===== config.mk =====
export PLATFORM = sky130hd
export DESIGN_NAME = dac_serial_port
export DESIGN_NICKNAME = d
export VERILOG_FILES = /design/src/rtl/dac_serial_pkg.sv /design/src/rtl/pin_sync.sv /design/src/rtl/dac_serial_port.sv
export SDC_FILE = /design/constraint.sdc
export NUM_CORES = 1
export LEC_CHECK = 0
export BUFFER_PORTS_ARGS = -buffer_cell sky130_fd_sc_hd__buf_4
export CORE_AREA = 2 2 74 129
export CTS_BUF_LIST = sky130_fd_sc_hd__clkbuf_4 sky130_fd_sc_hd__clkbuf_8
export DETAILED_ROUTE_END_ITERATION = 10
export DIE_AREA = 0 0 76 131
export HOLD_SLACK_MARGIN = 0.1
export PLACE_DENSITY = 0.47
export SLEW_MARGIN = 20
export SYNTH_ARGS = -nofsm -noshare
export SYNTH_HDL_FRONTEND = slang
export SYNTH_HIERARCHICAL = 1
export SYNTH_SLANG_ARGS = --single-unit

===== constraint.sdc =====
create_clock -name core_clk_i -period 2.4 [get_ports core_clk_i]
set_input_delay 0.12 -clock core_clk_i [delete_from_list [all_inputs] [get_ports core_clk_i]]
set_output_delay 0.12 -clock core_clk_i [all_outputs]
set_load 0.02 [all_outputs]

===== src/rtl/dac_serial_pkg.sv =====
// shared constants and carrier types for the serial converter input port
`default_nettype none
package dac_serial_pkg;
    localparam int WORD_W = 16;
    localparam int DATA_W = 12;
    localparam int MODE_HI_POS = 13;
    localparam int MODE_LO_POS = 12;
    localparam int SYNC_STAGES = 3;
    localparam logic [15:0] WORD_RESET = 16'h0000;
    localparam logic [11:0] CODE_RESET = 12'h000;
    localparam logic [1:0] MODE_NORMAL = 2'h0;
    localparam logic [1:0] MODE_PD_1K = 2'h1;
    localparam logic [1:0] MODE_PD_100K = 2'h2;
    localparam logic [1:0] MODE_PD_HIZ = 2'h3;
    localparam int SCLK_PERIOD_NS = 160;
    localparam int CORE_PERIOD_NS = 20;
    // core cycles per link clock period, used for bench guidance only
    localparam int SCLK_CYCLES = SCLK_PERIOD_NS / CORE_PERIOD_NS;

    typedef struct packed {
        logic [1:0] pwrdn_sel;
        logic [11:0] code;
    } dac_word_t;
endpackage
`default_nettype wire


===== src/rtl/pin_sync.sv =====
// three-stage pin synchroniser with agreement filter
`default_nettype none
module pin_sync #(
    parameter logic RESET_VAL = 1'b0
) (
    input wire logic core_clk_i,
    input wire logic rst_i,
    input wire logic pin_i,
    output logic level_o
);
    logic s1_reg;
    logic s2_reg;
    logic s3_reg;

    always_ff @(posedge core_clk_i) begin
        if (rst_i) begin
            s1_reg <= RESET_VAL;
            s2_reg <= RESET_VAL;
            s3_reg <= RESET_VAL;
        end else begin
            s1_reg <= pin_i;
            s2_reg <= s1_reg;
            s3_reg <= s2_reg;
        end
    end

    // a change counts only when the two settled stages agree
    always_ff @(posedge core_clk_i) begin
        if (rst_i) begin
            level_o <= RESET_VAL;
        end else if (s2_reg == s3_reg) begin
            level_o <= s3_reg;
        end
    end
endmodule
`default_nettype wire


===== src/rtl/dac_serial_port.sv =====
// serial input port with daisy-chain output for a 12-bit converter
`default_nettype none
module dac_serial_port
    import dac_serial_pkg::*;
(
    input wire logic core_clk_i,
    input wire logic rst_i,
    input wire logic sclk_i,
    input wire logic sync_n_i,
    input wire logic serial_in_i,
    input wire logic async_clear_n_i,
    output logic chain_serial_out_o,
    output logic chain_serial_out_oe_o,
    output logic [11:0] dac_code_o,
    output logic [1:0] pwrdn_sel_o,
    output logic powered_down_o,
    output logic update_o
);
    // ------------------------------------------------------------
    // input synchronisation
    // ------------------------------------------------------------
    logic sclk_s;
    logic sync_n_s;
    logic serial_in_s;
    logic clr_n_s;
    logic sclk_prev_reg;
    logic sync_prev_reg;
    logic [15:0] shift_reg;
    dac_word_t word_reg;

    // serial clock idles high, so reset to that level to avoid a false fall
    pin_sync #(.RESET_VAL(1'b1)) u_sclk (
        .core_clk_i(core_clk_i),
        .rst_i(rst_i),
        .pin_i(sclk_i),
        .level_o(sclk_s)
    );
    pin_sync #(.RESET_VAL(1'b1)) u_sync (
        .core_clk_i(core_clk_i),
        .rst_i(rst_i),
        .pin_i(sync_n_i),
        .level_o(sync_n_s)
    );
    pin_sync #(.RESET_VAL(1'b0)) u_serial_in (
        .core_clk_i(core_clk_i),
        .rst_i(rst_i),
        .pin_i(serial_in_i),
        .level_o(serial_in_s)
    );
    // clear is sampled too; a short pulse below the filter depth is lost,
    // the price of one clock domain
    pin_sync #(.RESET_VAL(1'b1)) u_clr (
        .core_clk_i(core_clk_i),
        .rst_i(rst_i),
        .pin_i(async_clear_n_i),
        .level_o(clr_n_s)
    );

    logic sclk_fall;
    logic sync_rise;
    logic clear;
    assign sclk_fall = sclk_prev_reg & ~sclk_s;
    assign sync_rise = ~sync_prev_reg & sync_n_s;
    assign clear = ~clr_n_s;

    always_ff @(posedge core_clk_i) begin
        if (rst_i) begin
            sclk_prev_reg <= 1'b1;
            sync_prev_reg <= 1'b1;
        end else begin
            sclk_prev_reg <= sclk_s;
            sync_prev_reg <= sync_n_s;
        end
    end

    // ------------------------------------------------------------
    // shift register
    // ------------------------------------------------------------
    // shift msb first on falling edge while sync low
    // clear wipes the shift register as well
    always_ff @(posedge core_clk_i) begin
        if (rst_i || clear) begin
            shift_reg <= WORD_RESET;
        end else if (!sync_n_s && sclk_fall) begin
            shift_reg <= {shift_reg[WORD_W-2:0], serial_in_s};
        end
    end

    // ------------------------------------------------------------
    // chain output
    // ------------------------------------------------------------
    // drive shift register end only while sync low
    always_ff @(posedge core_clk_i) begin
        if (rst_i) begin
            chain_serial_out_o <= 1'b0;
            chain_serial_out_oe_o <= 1'b0;
        end else begin
            chain_serial_out_o <= shift_reg[WORD_W-1];
            chain_serial_out_oe_o <= ~sync_n_s;
        end
    end

    // ------------------------------------------------------------
    // converter register
    // ------------------------------------------------------------
    // one decode shared by the flag and the code blanking
    function automatic logic mode_is_off(input logic [1:0] sel);
        return sel != MODE_NORMAL;
    endfunction

    // latch the low fourteen bits of the register; the top two bits are dropped
    // reset and clear give zero scale, normal mode
    always_ff @(posedge core_clk_i) begin
        if (rst_i || clear) begin
            word_reg <= '{pwrdn_sel: MODE_NORMAL, code: CODE_RESET};
            update_o <= 1'b0;
        end else begin
            update_o <= sync_rise;
            if (sync_rise) begin
                word_reg.pwrdn_sel <= shift_reg[MODE_HI_POS:MODE_LO_POS];
                word_reg.code <= shift_reg[DATA_W-1:0];
            end
        end
    end

    // code passes straight binary; zero while powered down
    always_ff @(posedge core_clk_i) begin
        if (rst_i || clear) begin
            dac_code_o <= CODE_RESET;
            pwrdn_sel_o <= MODE_NORMAL;
            powered_down_o <= 1'b0;
        end else begin
            pwrdn_sel_o <= word_reg.pwrdn_sel;
            powered_down_o <= mode_is_off(word_reg.pwrdn_sel);
            dac_code_o <= mode_is_off(word_reg.pwrdn_sel) ? CODE_RESET : word_reg.code;
        end
    end

    // ------------------------------------------------------------
    // elaboration checks
    // ------------------------------------------------------------
    // the slices above assume this exact word layout
    if (WORD_W != 16 || DATA_W != 12) begin : g_bad_width
        $error("word must be sixteen bits with twelve data bits");
    end
    if (MODE_HI_POS != MODE_LO_POS + 1 || MODE_LO_POS != DATA_W) begin : g_bad_mode
        $error("mode field must sit directly above the data field");
    end
    if (SYNC_STAGES != 3) begin : g_bad_sync
        $error("pin filter is built for three stages");
    end
endmodule
`default_nettype wire


# Word-level counts from Yosys, hierarchy flattened
# Cells that the tools add are included.
# classes
bitwise	6
n_eq_ne	4
reduce_logical	5
# ops
cell	n
equality test 1 bit	4
inverter 1 bit	4
bitwise AND 1 bit	2
nonzero test 2 bit	1
OR reduction 2 bit	1
logical AND 1 bit	1
zero test 1 bit	1
logical OR 1 bit	1
# word_totals
inputBits	6
word_cells	42
ff_bits	66

# Depth between registers and ports, before layout
# depth
ltp_word	3
ltp_mapped	5
ltp_nobuf	3

# Modules after synthesis
# Netlist, hierarchy kept.
# modules_own_cells
module	instances	area_per_inst_um2	cells_each	seq_area_each_um2
dac_serial_port	1	1624.1	178	1001.0
pin_sync at u_clr ...	3	115.1	10	80.1
pin_sync at u_serial_in	1	112.6	10	80.1

# Worst setup path after synthesis
# OpenSTA, ideal clock, no wires.
# synth_timing
path_type	register to register
from	register u_sync.level_o
to	register shift_reg[0]
path_stages_with_launch	6
setup_slack_ns	1.184
setup_time_ns	0.132
arrival_ns	1.084
required_ns	2.268
n_path_buf	2
cell_sequence	dfxtp_1 > or3b_1 > buf_6 > buf_6 > nand2_1 > a21oi_1
# synth_via
elab_chain_cells	2
# synth_lines
element	line	text
start: declaration	pin_sync.sv:9	output logic level_o
start signal: assignment	pin_sync.sv:32	level_o <= s3_reg;
zero test 1 bit	dac_serial_port.sv:84	end else if (!sync_n_s && sclk_fall) begin
logical AND 1 bit	dac_serial_port.sv:84	
end signal: assignment	dac_serial_port.sv:85	shift_reg <= {shift_reg[WORD_W-2:0], serial_in_s};
end: declaration	dac_serial_port.sv:28	logic [15:0] shift_reg;
# No other way between the ends.
# A chain may end at the register's enable or synchronous reset.

# Worst setup path in the final report
# layout_timing
from	input rst_i
to	register dac_code_o[9]
# layout_via
elab_chain_cells	2
# layout_lines
element	line	text
start: declaration	dac_serial_port.sv:7	input wire logic rst_i,
logical OR 1 bit	dac_serial_port.sv:128	if (rst_i || clear) begin
OR reduction 2 bit (no line)	-	
end signal: assignment	dac_serial_port.sv:135	dac_code_o <= mode_is_off(word_reg.pwrdn_sel) ? CODE_RESET : word_reg.code;
end: declaration	dac_serial_port.sv:14	output logic [11:0] dac_code_o,
# No other way between the ends.

==> flow_results.org <==
** Floorplan
- Effective utilization at floorplan :: 0.233
- The floorplan has 46 rows.
- Die boundary height :: around 130 um
- Core outline area :: a little under 9000 um^2
- Number of placed I/O pins :: 24
- Measured along the x axis, the die boundary spans 76 um.
- The die covers 9960 um^2.

** Synth
- Number of flops mapped to enable cells by yosys :: 0
- By area the synthesized netlist is led by sky130_fd_sc_hd__dfxtp_1, sky130_fd_sc_hd__nand2_1, sky130_fd_sc_hd__a21oi_1, sky130_fd_sc_hd__and2_1, sky130_fd_sc_hd__or2_1.
- Of all flip-flops after synthesis, the portion carrying an async set or reset was 0.
- Sequential cell area fraction in the yosys report :: 0.635
- Counting instances in the post-synthesis netlist gives the leading cell types as sky130_fd_sc_hd__dfxtp_1, sky130_fd_sc_hd__nand2_1, sky130_fd_sc_hd__a21oi_1.
- Yosys printed 6 warnings.
- In this run the cell area of the synthesized design comes to around 2100 um^2.
- Avg Cell Area, Syn :: around 9.6 um^2
- Counting flops and latches in the post-synthesis netlist gives 66.
- The most common cell in the synthesized netlist is sky130_fd_sc_hd__dfxtp_1.
- The netlist uses 19 different library cells.
- When the netlist entered floorplanning its net count stood at between 200 and 250.
- Most area-hungry cell type in the Yosys netlist :: sky130_fd_sc_hd__dfxtp_1
- The most used flip-flop cell after synthesis is sky130_fd_sc_hd__dfxtp_1.
- The share of synthesized area in the top cell type comes to 0.635.
- Number of standard cells after synthesis :: ~220

** Timing
- Max frequency :: a little over 600 MHz
- The worst path needs around 1.6 ns of the cycle, external delays included.
- Setup repair after global routing left no endpoint under its margin.
- Setup violations remaining at the end of the flow were counted as 0.
- Setup ws final :: approximately 0.77 ns
- Clock skew after layout :: around 0.0055 ns
- Final-report max-slew violation count :: 0
- Of the available clock period, the critical path in the final layout requires 0.678.
- The count of endpoints failing hold in the final timing report was 0.
- Tightest Pin Transition :: just under 0.6 ns
- Final setup TNS :: 0 ns
- Max-slew headroom :: 0.611

** Placed design
- During placement, the flow inserted port buffers numbering 23.
- Counting tap cells, the placed design contains a total of around 350 instances.
- Half-perimeter wire length of the detailed placement result :: ~2.3 mm
- Routability Congestion :: 0.715
- After detailed placement, the total cell area comes to around 2300 um^2.
- Place WS :: about 0.92 ns

** Cells and area
- Finished Layout Cells :: around 370
- Share of cells above drive strength 1 :: 0.173
- Final net count :: roughly 260
- The area growth from synthesis to layout is 25.7%.
- The repair_antennas step left the layout with diodes totalling 0.
- After routing the design area is 2620 um^2.
- The register with the most flip-flops in the layout has 16 of them.
- At the end of the flow the core is filled with cells to 0.293.

** Global route
- Entering global routing, the biggest net connects 36 pins.
- Initial antenna violation count :: 0
- Number of global-route vias before repair :: around 1400
- Summed over all layers, the global routing overflow is 0.
- Global-route wire length before repair :: 5.98 mm
- All-Layer GR Usage :: 0.0775

** Worst setup path
- STA puts the critical path data required time at 2.68 ns.
- Kind of launch point of the worst setup path :: input port
- Worst-path maximum fanout :: 35
- Category of the most critical setup path :: in2reg
- Kind of end point of the critical path :: flip-flop
- Data on the critical path arrives at its endpoint at 1.90 ns.

** CTS
- The number of gates resized after CTS was 0.
- TritonCTS clock tree :: built
- Number of post-CTS setup repair buffers :: 0
- The number of hold buffers added after CTS was 6.
- The cell sitting at the root of the clock tree is a sky130_fd_sc_hd__clkbuf_8.
- Counting along the longest clock path gives a buffer depth of 2.
- Clock-pin slew was measured on the worst setup and hold paths at ~0.060 ns.
- The clock net in this run drives a total of 66 sinks.
- The clock tree synthesis step divided the H-tree into 3 levels.
- Number of CTS-inserted buffers :: 9
- Worst-Skew Late Latency :: ~0.33 ns

** Routing
- Total number of vias :: ~1400
- Number of DRC violations after detailed-routing iteration 0 :: 53
- Number of routed nets with antenna violations :: 0
- Wires add up to approximately 3.4 mm.
- For this run, the detailed router's first-pass iteration total came to 4.
- Vias per inst :: 3.86
- Residual DRC :: 0
- In the final routed layout, each cell accounts on average for roughly 9.2 um.

** Min path
- Worst hold path type :: reg2reg

** Job
- Max capacitance violation total :: 0

** Power
- The worst-case IR drop observed on VDD is ~350 uV.
- Areal power density over the cells :: about 800 nW/um^2
- Lkg Pwr :: 0.970 nW

** Status
- Outcome :: completed
final cells by class:
cell class	instances	area [um^2]
multi-input cells	139	678
inverters	3	11.3
repair buffers	31	248
flip-flops and latches	66	1320
clock inverters	2	35.0
fillers	971	6300
clock buffers	13	173
well taps	120	150
where the power goes:
| group | leakage, nW | switching (W) | internal (W) |
|---|---|---|---|
| clock | 0.109 | 0.000379 | 0.000569 |
| combinational | 0.327 | 0.0000190 | 0.0000182 |
| sequential | 0.534 | 0.00000312 | 0.00110 |
kinds of logic (layout without fill, tap and decap cells):
kind of cell / count (synthesis) / count (layout) / synth area share
AO/OA/AOI/OAI: 39 / 39 / 0.0974
buffers and inverters: 13 / 49 / 0.0397
flip-flops: 66 / 66 / 0.635
AND/OR/NAND/NOR: 100 / 100 / 0.228
final timing paths:
kind | cells after the start | start | to | slack [ns]
max | 5 | rst_i | dac_code_o[9] | 0.77
min | 1 | u_sync/s1_reg | u_sync/s2_reg | 0.41
max reg2reg | 3 | u_clr/level_o | dac_code_o[9] | 0.98
min reg2reg | 1 | u_sync/s1_reg | u_sync/s2_reg | 0.41
worst max-delay path: stages:
cell and delay, ns:
sky130_fd_sc_hd__dlygate4sd3_1 0.53, sky130_fd_sc_hd__buf_4 0.19, sky130_fd_sc_hd__nand2b_4 0.32, sky130_fd_sc_hd__nor3_2 0.52, sky130_fd_sc_hd__and2_1 0.21
metal layers:
layer	vias to the layer above	track usage	share of wire
li1	757	-	-
met1	644	0.0760	0.44
met2	29	0.130	0.47
met3	12	0.0247	0.043
met4	0	0.0738	0.047
met5	-	0	0
through the flow:
stage	hold WS, ns	power [W]
after detailed placement	0.303	0.00116
after global placement	0.298	0.00116
after CTS	0.411	0.00213
after floorplan	0.189	0.00115
after global routing	0.428	0.00218
final	0.406	0.00209
cell usage in the layout, fill, tap and decap left out, types with 3 or more instances in the layout:
cell type                       count
sky130_fd_sc_hd__dfxtp_1           66
sky130_fd_sc_hd__nor2_1             7
sky130_fd_sc_hd__inv_1              3
sky130_fd_sc_hd__buf_4             25
sky130_fd_sc_hd__nor2b_1            5
sky130_fd_sc_hd__a21oi_1           35
sky130_fd_sc_hd__clkbuf_8          12
sky130_fd_sc_hd__dlygate4sd3_1      6
sky130_fd_sc_hd__o21bai_1           3
sky130_fd_sc_hd__and2_1            12
sky130_fd_sc_hd__or2_1              9
sky130_fd_sc_hd__nand2_1           61
(Power assumes the default switching activity.)
